==> config.mk <==
export PLATFORM = sky130hd
export DESIGN_NAME = serializer_config_registers
export DESIGN_NICKNAME = d
export VERILOG_FILES = /design/src/rtl/ser_cfg_pkg.sv /design/src/rtl/serializer_config_registers.sv
export SDC_FILE = /design/constraint.sdc
export NUM_CORES = 1
export LEC_CHECK = 0
export ABC_AREA = 1
export ABC_CLOCK_PERIOD_IN_PS = 1150
export BUFFER_PORTS_ARGS = -buffer_cell sky130_fd_sc_hd__buf_2
export CAP_MARGIN = 20
export CORE_MARGIN = 4
export CORE_UTILIZATION = 35
export CTS_CLUSTER_SIZE = 16
export DETAILED_ROUTE_END_ITERATION = 8
export HOLD_SLACK_MARGIN = 0.15
export RECOVER_POWER = 50
export SYNTH_ARGS = -nofsm -noshare
export SYNTH_HDL_FRONTEND = slang
export SYNTH_SLANG_ARGS = --single-unit
==> constraint.sdc <==
create_clock -name core_clk -period 1.15 [get_ports core_clk]
set_input_delay 0.1725 -clock core_clk [delete_from_list [all_inputs] [get_ports core_clk]]
set_output_delay 0.1725 -clock core_clk [all_outputs]
set_load 0.005 [all_outputs]
==> src/rtl/ser_cfg_pkg.sv <==
// Constants for the serializer configuration register group.
// Assumes an upstream serial-bus slave that presents byte-wide register accesses.
package ser_cfg_pkg;

  // ****************************************
  // Register offsets
  // ****************************************
  localparam logic [7:0] ADDR_BUS_ADDRESS_SELECT    = 8'h00;
  localparam logic [7:0] ADDR_RESET_CONTROL         = 8'h01;
  localparam logic [7:0] ADDR_GENERAL_CONFIG        = 8'h02;
  localparam logic [7:0] ADDR_OPERATING_MODE_SELECT = 8'h03;

  // ****************************************
  // Field positions
  // ****************************************
  localparam int BIT_ADDR_OVERRIDE = 0;
  localparam int BIT_ROM_RELOAD    = 2;
  localparam int BIT_FULL_RESET    = 1;
  localparam int BIT_LOGIC_RESET   = 0;
  localparam int BIT_CLK_CONT      = 6;
  localparam int BIT_LANE_LO       = 4;
  localparam int BIT_CRC_EN        = 1;
  localparam int BIT_BUS_LEVEL     = 0;
  localparam int BIT_MODE_OVERRIDE = 4;
  localparam int BIT_MODE_DONE     = 3;

  // ****************************************
  // Reset values
  // ****************************************
  localparam logic [7:0] RST_RESET_CONTROL = 8'h00;
  localparam logic [7:0] RST_GENCFG_FIXED  = 8'h32;  // Four lanes, CRC on, level from strap.
  localparam logic [7:0] RST_MODE_RSVD     = 8'h00;
  localparam logic [1:0] LANES_ONE         = 2'h0;
  localparam logic [1:0] LANES_TWO         = 2'h1;
  localparam logic [1:0] LANES_FOUR        = 2'h3;

  // Cycles that the power-down pin must stay high before the strapped mode is latched.
  localparam logic [3:0] MODE_SETTLE_CYCLES = 4'h8;

  // ****************************************
  // Operating modes
  // ****************************************
  typedef enum logic [2:0] {
    MODE_SYNC      = 3'h0,
    MODE_RSVD1     = 3'h1,
    MODE_NSYNC_EXT = 3'h2,
    MODE_NSYNC_AON = 3'h3,
    MODE_RSVD4     = 3'h4,
    MODE_PVP_EXT   = 3'h5,
    MODE_RSVD6     = 3'h6,
    MODE_RSVD7     = 3'h7
  } op_mode_t;

endpackage

==> src/rtl/serializer_config_registers.sv <==
// Register group for own bus address, soft resets, camera interface setup and mode select.
// Assumes a serial-bus slave upstream delivers one-cycle byte read and write strobes,
// with a flag that marks writes arriving remotely over the back channel.
`timescale 1ns/1ps

// Behaviour
// - Address register bits 7:1 always read the active own bus address.
// - Address field ignores writes unless override set; then accepts any address.
// - Address bit 0 selects strapped address or register-programmed address.
// - Writing 1 to reset bit 2 pulses ROM reload, then clears.
// - Writing 1 to reset bit 1 resets logic and registers but keeps the latched strap mode and done flag, self-clears.
// - Writing 1 to reset bit 0 resets logic but keeps registers, self-clears.
// - Config bit 6 selects gated or continuous clock lane, reset 0.
// - Config bits 5:4 select one, two or four lanes, reset four.
// - Config bit 0 loads bus level from strap at start-up, then writable.
// - Mode bit 4 selects strapped mode or register mode.
// - Mode bit 3 reads 1 once mode has settled and latched.
// - Mode bits 2:0 show active mode; writable only under override.
// - Mode is captured from strap eight cycles after the power-down pin rises.
// - Codes 000 sync, 010 external-clock, 011 always-on clock; 001 reserved.
// - Code 101 selects parallel video port mode needing a local clock.
// - Self-clearing fields take a written 1 and return to 0 alone.
// - Strapped fields take start-up values from pins sampled at start-up; the address here follows its strap pins live.
module serializer_config_registers (
  // Clock and reset
  input  wire logic       core_clk,
  input  wire logic       srst,
  // Straps and power-down pin
  input  wire logic       powerdown_n_pin,
  input  wire logic [6:0] strap_bus_address,
  input  wire logic       address_strap_pin,
  input  wire logic [2:0] strap_op_mode,
  // Register access from the serial-bus slave
  input  wire logic       reg_wr,
  input  wire logic       reg_rd,
  input  wire logic       reg_remote,
  input  wire logic [7:0] reg_addr,
  input  wire logic [7:0] reg_wdata,
  output logic      [7:0] reg_rdata,
  // Configuration outputs
  output logic      [6:0] own_bus_address,
  output logic            rom_reload_trigger,
  output logic            logic_reset,
  output logic            clock_lane_continuous,
  output logic      [1:0] lane_count_sel,
  output logic            crc_tx_enable,
  output logic            bus_level_1v8,
  output logic      [2:0] op_mode,
  output logic            sync_mode,
  output logic            nsync_ext_mode,
  output logic            nsync_aon_mode,
  output logic            parallel_video_port_mode,
  output logic            local_clock_required
);

  // ****************************************
  // Decode
  // ****************************************

  // Address match helper, used for every register strobe.
  function automatic logic hit(input logic [7:0] a, input logic [7:0] off);
    hit = (a == off);
  endfunction

  logic [6:0] addr_prog_r;
  logic       address_override_r;
  logic [4:0] rstctl_rsvd_r;
  logic       rom_reload_r;
  logic       full_reset_r;
  logic       logic_reset_r;
  logic [7:0] gencfg_r;
  logic [2:0] mode_prog_r;
  logic       op_mode_override_r;
  logic [1:0] mode_rsvd_r;
  logic       mode_done_r;
  logic [2:0] mode_latched_r;
  logic       pdn_d_r;
  logic [3:0] settle_cnt_r;
  logic       boot_r;
  logic [6:0] own_bus_address_r;
  logic [2:0] op_mode_r;
  logic [7:0] reg_rdata_r;
  logic       sync_mode_r;
  logic       nsync_ext_mode_r;
  logic       nsync_aon_mode_r;
  logic       pvp_mode_r;
  logic       local_clock_r;

  wire        wr_addr  = reg_wr & hit(reg_addr, ser_cfg_pkg::ADDR_BUS_ADDRESS_SELECT);
  wire        wr_rst   = reg_wr & hit(reg_addr, ser_cfg_pkg::ADDR_RESET_CONTROL);
  wire        wr_cfg   = reg_wr & hit(reg_addr, ser_cfg_pkg::ADDR_GENERAL_CONFIG);
  wire        wr_mode  = reg_wr & hit(reg_addr, ser_cfg_pkg::ADDR_OPERATING_MODE_SELECT);
  // full reset, folded into the register reset.
  wire        reg_clr  = srst | full_reset_r;
  // Power-down pin rising edge starts mode capture.
  wire        pdn_rise = powerdown_n_pin & ~pdn_d_r;

  wire [6:0] addr_active = address_override_r ? addr_prog_r : strap_bus_address;
  wire [2:0] mode_active = op_mode_override_r ? mode_prog_r : mode_latched_r;
  // mode decode, registered below so that every decode output leaves a flop.
  wire       dec_sync      = (mode_active == ser_cfg_pkg::MODE_SYNC);
  wire       dec_nsync_ext = (mode_active == ser_cfg_pkg::MODE_NSYNC_EXT);
  wire       dec_nsync_aon = (mode_active == ser_cfg_pkg::MODE_NSYNC_AON);
  wire       dec_pvp       = (mode_active == ser_cfg_pkg::MODE_PVP_EXT);

  wire [7:0] rd_addr = {addr_active, address_override_r};
  wire [7:0] rd_rst  = {rstctl_rsvd_r, 3'h0};
  wire [7:0] rd_mode = {mode_rsvd_r[1], strap_op_mode[2], mode_rsvd_r[0], op_mode_override_r,
                        mode_done_r, mode_active};
  wire [7:0] rd_mux  = hit(reg_addr, ser_cfg_pkg::ADDR_BUS_ADDRESS_SELECT)    ? rd_addr  :
                       hit(reg_addr, ser_cfg_pkg::ADDR_RESET_CONTROL)         ? rd_rst   :
                       hit(reg_addr, ser_cfg_pkg::ADDR_GENERAL_CONFIG)        ? gencfg_r :
                       hit(reg_addr, ser_cfg_pkg::ADDR_OPERATING_MODE_SELECT) ? rd_mode  : 8'h00;

  // ****************************************
  // Address register
  // ****************************************

  // address writable only under override; the override bit is always writable.
  always_ff @(posedge core_clk) begin
    if (reg_clr) begin
      address_override_r <= 1'b0;
      addr_prog_r        <= 7'h00;
    end else if (wr_addr) begin
      address_override_r <= reg_wdata[ser_cfg_pkg::BIT_ADDR_OVERRIDE];
      if (address_override_r) begin
        addr_prog_r <= reg_wdata[7:1];
      end else begin
        addr_prog_r <= strap_bus_address;  // Keeps the switch-over seamless.
      end
    end
  end

  // ****************************************
  // Reset control
  // ****************************************

  // self-clearing triggers: held one cycle, then back to zero.
  // reload pulse and logic-only reset pulse.
  always_ff @(posedge core_clk) begin
    if (reg_clr) begin
      rom_reload_r  <= 1'b0;
      logic_reset_r <= 1'b0;
      rstctl_rsvd_r <= ser_cfg_pkg::RST_RESET_CONTROL[7:3];
    end else begin
      rom_reload_r  <= wr_rst & reg_wdata[ser_cfg_pkg::BIT_ROM_RELOAD];
      // Either soft reset raises the datapath reset; after a full reset, reg_clr ends it after one cycle.
      logic_reset_r <= wr_rst & (reg_wdata[ser_cfg_pkg::BIT_LOGIC_RESET] | reg_wdata[ser_cfg_pkg::BIT_FULL_RESET]);
      if (wr_rst) begin
        rstctl_rsvd_r <= reg_wdata[7:3];
      end
    end
  end

  // Full reset trigger lives outside reg_clr so it clears itself after one cycle.
  always_ff @(posedge core_clk) begin
    if (srst) begin
      full_reset_r <= 1'b0;
    end else begin
      full_reset_r <= wr_rst & reg_wdata[ser_cfg_pkg::BIT_FULL_RESET] & ~full_reset_r;
    end
  end

  // ****************************************
  // General configuration
  // ****************************************

  // bus level is caught from the strap in the cycle after reset release.
  // the local/remote flag is not enforced; the far side is trusted.
  always_ff @(posedge core_clk) begin
    if (reg_clr) begin
      gencfg_r <= ser_cfg_pkg::RST_GENCFG_FIXED;
      boot_r   <= 1'b1;
    end else begin
      boot_r <= 1'b0;
      if (boot_r) begin
        gencfg_r[ser_cfg_pkg::BIT_BUS_LEVEL] <= address_strap_pin;
      end else if (wr_cfg) begin
        gencfg_r <= reg_wdata;
      end
    end
  end

  // ****************************************
  // Mode select
  // ****************************************

  // mode field writable only under override.
  always_ff @(posedge core_clk) begin
    if (reg_clr) begin
      op_mode_override_r <= 1'b0;
      mode_prog_r        <= 3'h0;
      mode_rsvd_r        <= ser_cfg_pkg::RST_MODE_RSVD[1:0];
    end else if (wr_mode) begin
      op_mode_override_r <= reg_wdata[ser_cfg_pkg::BIT_MODE_OVERRIDE];
      mode_rsvd_r        <= {reg_wdata[7], reg_wdata[5]};
      mode_prog_r        <= op_mode_override_r ? reg_wdata[2:0] : mode_active;
    end
  end

  // capture strap after power-down release and a settle time.
  // done flag rises when the capture completes.
  always_ff @(posedge core_clk) begin
    if (srst) begin
      pdn_d_r        <= 1'b0;
      settle_cnt_r   <= 4'h0;
      mode_done_r    <= 1'b0;
      mode_latched_r <= 3'h0;
    end else begin
      pdn_d_r <= powerdown_n_pin;
      if (!powerdown_n_pin || pdn_rise) begin
        settle_cnt_r <= 4'h0;
        mode_done_r  <= 1'b0;
      end else if (!mode_done_r) begin
        settle_cnt_r <= settle_cnt_r + 4'h1;
        if (settle_cnt_r == ser_cfg_pkg::MODE_SETTLE_CYCLES - 4'h1) begin
          mode_done_r    <= 1'b1;
          mode_latched_r <= strap_op_mode;
        end
      end
    end
  end

  // ****************************************
  // Outputs
  // ****************************************

  // active address and read data registered for the bus.
  always_ff @(posedge core_clk) begin
    if (srst) begin
      own_bus_address_r <= 7'h00;
      op_mode_r         <= 3'h0;
      reg_rdata_r       <= 8'h00;
      sync_mode_r       <= 1'b1;  // Mode code zero after reset is the synchronous mode.
      nsync_ext_mode_r  <= 1'b0;
      nsync_aon_mode_r  <= 1'b0;
      pvp_mode_r        <= 1'b0;
      local_clock_r     <= 1'b0;
    end else begin
      own_bus_address_r <= addr_active;
      op_mode_r         <= mode_active;
      sync_mode_r       <= dec_sync;
      nsync_ext_mode_r  <= dec_nsync_ext;
      nsync_aon_mode_r  <= dec_nsync_aon;
      pvp_mode_r        <= dec_pvp;
      local_clock_r     <= dec_nsync_ext | dec_pvp;
      if (reg_rd) begin
        reg_rdata_r <= rd_mux;
      end
    end
  end

  assign own_bus_address       = own_bus_address_r;
  assign reg_rdata             = reg_rdata_r;
  assign rom_reload_trigger    = rom_reload_r;
  // Both soft resets drive the datapath reset; a full reset also clears the registers.
  assign logic_reset           = logic_reset_r;
  assign clock_lane_continuous = gencfg_r[ser_cfg_pkg::BIT_CLK_CONT];
  assign lane_count_sel        = gencfg_r[ser_cfg_pkg::BIT_LANE_LO +: 2];
  assign crc_tx_enable         = gencfg_r[ser_cfg_pkg::BIT_CRC_EN];
  assign bus_level_1v8         = gencfg_r[ser_cfg_pkg::BIT_BUS_LEVEL];
  assign op_mode               = op_mode_r;

  // mode decodes, each from its own flop.
  assign sync_mode                = sync_mode_r;
  assign nsync_ext_mode           = nsync_ext_mode_r;
  assign nsync_aon_mode           = nsync_aon_mode_r;
  assign parallel_video_port_mode = pvp_mode_r;
  assign local_clock_required     = local_clock_r;
endmodule
Yosys cells after proc, flatten, opt, wreduce, memory -nomap -nowiden
Cells that the tools add are included.
Word-level totals
  output and inout port bits: 30
  register bits after elaboration: 63
  bits of input ports: 33
Operators by class
  eq/ne operators: 7
  reductions and logical operators: 8
  muxes and demuxes: 13
  $add $sub $neg: 1
  bitwise gates (word level): 17
Operators by type and width (number)
  two-way mux 8 bit: 4
  equality test 8 x 2 -> 1 bit (second input constant): 2
  two-way mux 7 bit: 2
  AND 1 bit: 9
  equality test 8 x 1 -> 1 bit (second input constant): 1
  zero test 8 bit: 1
  equality test 3 x 2 -> 1 bit (second input constant): 2
  two-way mux 3 bit: 2
  two-way mux 1 bit: 5
  NOT 1 bit: 5
  adder 4 x 1 -> 4 bit (second input constant): 1
  equality test 4 x 3 -> 1 bit (second input constant): 1
  equality test 3 bit (second input constant): 1
  zero test 3 bit: 1
  OR 1 bit: 3
  AND reduction 3 bit: 1
  AND reduction 2 bit: 1
  nonzero test 2 bit: 1
  OR reduction 2 bit: 1
  zero test 1 bit: 1
  logical OR 1 bit: 1

Longest topological paths before layout
  depth after elaboration: 5
  gate-level depth with buffers: 10

Least setup slack after synthesis
OpenSTA, ideal clock, no wires.
  kind: input -> register
  from: in reg_addr[0]
  to: reg gencfg_r[1]
  arrival: 1054 ps
  path buffers: 2
  setup slack: -29 ps
  stages on the path: 10
  data required time: 1025 ps
  cells stage by stage: buf_6 > inv_2 > nand2_2 > nor2_4 > inv_4 > nor2_8 > nand3_4 > buf_6 > nand2_2 > o211ai_2
Between the ends
  longest elaborated chain between the ends: 3
Ends and longest elaborated chain
  start: declaration: line serializer_config_registers.sv:37  | input wire logic [7:0] reg_addr,
  equality test 8 x 2 -> 1 bit: line serializer_config_registers.sv:62  | hit = (a == off);
  AND 1 bit: line serializer_config_registers.sv:91  | wire wr_cfg = reg_wr & hit(reg_addr, ser_cfg_pkg::ADDR_GENERAL_CONFIG);
  AND reduction 2 bit (no line)
  end signal: assignment: line serializer_config_registers.sv:172  | gencfg_r <= ser_cfg_pkg::RST_GENCFG_FIXED;
  end signal: indexed assignment: line serializer_config_registers.sv:177  | gencfg_r[ser_cfg_pkg::BIT_BUS_LEVEL] <= address_strap_pin;
  end signal: assignment: line serializer_config_registers.sv:179  | gencfg_r <= reg_wdata;
  end: declaration: line serializer_config_registers.sv:71  | logic [7:0] gencfg_r;
Every way passes these cells.
A chain may end at the register's enable or synchronous reset.

Worst setup path in the final report
  from: reg settle_cnt_r[1]
  to: reg mode_latched_r[0]
Between the ends
  longest elaborated chain between the ends: 2
Ends and longest elaborated chain
  start: declaration: line serializer_config_registers.sv:78  | logic [3:0] settle_cnt_r;
  start signal: assignment: line serializer_config_registers.sv:215  | settle_cnt_r <= settle_cnt_r + 4'h1;
  equality test 4 x 3 -> 1 bit: line serializer_config_registers.sv:216  | if (settle_cnt_r == ser_cfg_pkg::MODE_SETTLE_CYCLES - 4'h1) begin
  AND reduction 3 bit (no line)
  end signal: assignment: line serializer_config_registers.sv:218  | mode_latched_r <= strap_op_mode;
  end: declaration: line serializer_config_registers.sv:76  | logic [2:0] mode_latched_r;
Every way passes these cells.

==> flow_summary.json <==
{
  "holdPathStages": 3,
  "synth_fp_nets": 388,
  "fp.coreArea_sq_mm": 0.00737,
  "tightest_slew_ns": 0.371,
  "dr.pass1.iters": 4,
  "timing.rr.start": "settle_cnt_r[1]",
  "hold_slack_ns": 0.157,
  "cts_root_buffer": "clkbuf_8",
  "min_from": "srst",
  "worstReg2RegEnd": "mode_latched_r[0]",
  "clk_pin_slew_ns": 0.07,
  "finalWorstPathRequiredPeriod_ns": 1.11,
  "wl_per_cell_microns": 12.4,
  "drv_cap": 0,
  "final_core_util_pct": 50.9,
  "grt.overflow.total": 0,
  "final_common_cell": "nand2_1",
  "layout_common_cells": "66 x nand2_1, 59 x dfxtp_1, 57 x buf_2",
  "cp_cell_sequence": "ha_4, nand3_4, nor3_4, inv_2, o21ai_2, a21oi_2",
  "ff2ff_path_depth": 6,
  "finalCritPeriodShare_pct": 96.2,
  "cpMaxStageDelayCell": "dfxtp_2",
  "syn_inst": 354,
  "gp_congestion": 0.895,
  "fin_total_pwr_uw": 4250,
  "die_w_microns": 95.9,
  "total_leakage_power_uw": 0.00172,
  "yosys.area.top_type_share_pct": 46.7,
  "cts_buffers": 9,
  "routed_wl_microns": 7050,
  "io_pins": 63,
  "antenna_found_initial": 0,
  "status": "finished, final reports clean",
  "placed_cells": 539,
  "fin_skew_ns": 0.00542,
  "htreeDepth": 3,
  "fmax_mhz": 904,
  "finalSetupViolCount": 0,
  "crit_arrival_ns": 1.35,
  "start_util_pct": 36.7,
  "slew_viol_final": 0,
  "syn_avg_cell_area_sq_um": 7.63,
  "globalRouteTotalUtil_pct": 16.5,
  "clk_latency_ns": 0.34,
  "die-area_sq_mm": 0.00919,
  "rows": 31,
  "relSlewSlack_pct": 75.1,
  "drive_gt1_share_pct": 34.9,
  "place_hpwl_microns": 5370,
  "hold_end": "boot_r",
  "crit_path_max_fanout": 6,
  "peakVddDrop_uv": 453,
  "num_vias": 2656,
  "grtUsageMet3_pct": 3.44,
  "ys_types": 31,
  "nNetsFinal": 500,
  "cp.required_ns": 1.39,
  "synth_area_sq_mm": 0.00270,
  "final_cells": 569,
  "worst-setup-path-type": "register to register",
  "die_h_microns": 95.9,
  "grt_first_pass_wirelength_microns": 11400,
  "hp-class": "input pin to register",
  "clockBufferDepth": 2,
  "routed_via_density": 4.67,
  "synth.largest_area_cell": "dfxtp_1",
  "startpoint_type": "register",
  "slowest_delay_ns": 0.35,
  "grt_util_met1_pct": 22.2,
  "drt_iter0_drc": 86,
  "grt_pass1_vias": 2462,
  "cts_tree": "built",
  "ys_warn_count": 0,
  "grt_util_met2_pct": 25.0,
  "end_kind": "register",
  "seq_area_frac_synth_pct": 46.7,
  "grt_max_degree": 23,
  "synthToLayoutAreaGrowth_pct": 38.9,
  "ys_ff_latch": 63,
  "numClockSinks": 63,
  "hold_viol_final": 0,
  "portBuffers": 61,
  "rsz0062_at_grt": "true",
  "p_per_area_mw_per_mm2": 1130,
  "diodes": 0,
  "synthTopCellsByArea": "dfxtp_1 47%, nand2_1 9.4%, a21oi_1 7.8%",
  "r2r_slack_ns": 0.04,
  "drtAntennaViolNets": 0,
  "drc": 0,
  "grt_most_used_layer": "met2"
}
-- power by group --
group | internal, uW | switching, uW
Combinational | 165 | 202
Sequential | 2210 | 11.8
Clock | 817 | 848
Total | 3190 | 1060
-- worst max-delay path: cells and delay by family, from the launching register on --
family	cells	cell delay, ns
simple gates	2	0.20
fa+ha+maj	1	0.15
compound gates	2	0.19
buf+inv	1	0.09
flops	1	0.35
-- Yosys cell counts --
master,count
o21ai_0,23
nand3_4,1
nor2_1,33
buf_2,3
o21ai_1,4
nor3_1,5
clkinv_1,2
a21oi_1,42
nor2_8,2
clkinv_2,1
nand2_2,5
nand3_1,24
nand4_1,2
nor4_1,1
nor2_2,4
nor2_4,2
inv_1,32
inv_2,5
dfxtp_1,63
nand2_4,3
nand2_1,68
buf_6,3
buf_4,2
clkbuf_1,5
o31ai_1,1
o211ai_1,1
o211ai_2,3
ha_1,1
a211oi_1,2
a31oi_1,10
inv_4,1
-- logic make-up after synthesis --
group                      synth area share, %
DFF                                       46.7
adders and majority gates                0.463
buffers and inverters                     8.89
AOI/OAI and AO/OA                         17.6
and+or+nand+nor                           26.4
-- cell type report --
class | count | area [sq um]
tap | 99 | 124
sequential | 63 | 1270
clock buffer | 11 | 141
inverter | 41 | 161
fill | 743 | 3620
timing repair buffer | 114 | 748
multi-input combinational | 237 | 1290
clock inverter | 4 | 22.5
-- metal layers --
layer	wire (microns)	part of all wire, %	up-vias
met5	0	0	-
met4	144	2.0	0
met3	364	5.2	12
met2	3130	44	68
met1	3410	48	1189
li1	-	-	1387
-- flip-flops by register name (all words and copies together) (netlist names), 2 cells and up --
register,cells
mode_prog_r,3
reg_rdata,8
settle_cnt_r,4
own_bus_address,7
gencfg_r,8
rstctl_rsvd_r,5
mode_latched_r,3
op_mode,3
addr_prog_r,7
mode_rsvd_r,2
-- worst max path at each step --
stage / start / end / slack, ns / cells past startpoint
6_report: settle_cnt_r[1] / mode_latched_r[0] / 0.04 / 6
5_1_grt: address_override_r / reg_rdata[6] / -0.03 / 6
4_1_cts: address_override_r / reg_rdata[5] / -0.01 / 7
3_5_place_dp: reg_addr[7] / reg_rdata[3] / -0.18 / 8
3_3_place_gp: reg_addr[7] / reg_rdata[7] / -0.15 / 8
2_1_floorplan: reg_addr[0] / gencfg_r[1] / 0.005 / 10
-- repair_timing --
action                                  in CTS  in global routing
endpoints found under the setup margin      13                 23
setup buffers                                1                  2
gates resized for setup                     13                 21
endpoints found under the hold margin       18                  0
pin swaps                                    2                  4
cloned                                       0                  1
hold buffers                                12                  0
-- stage by stage --
| step | setup slack (ns) | cell area [sq um] | setup TNS [ns] |
|---|---|---|---|
| global placement | -0.145 | 3350 | -3.27 |
| global route | -0.0295 | 3750 | -0.107 |
| floorplan | 0.00519 | 2710 | 0 |
| detailed placement | -0.175 | 3350 | -3.81 |
| CTS | -0.00998 | 3670 | -0.00998 |
| finish | 0.0441 | 3750 | 0 |
(Power assumes the default switching activity.)
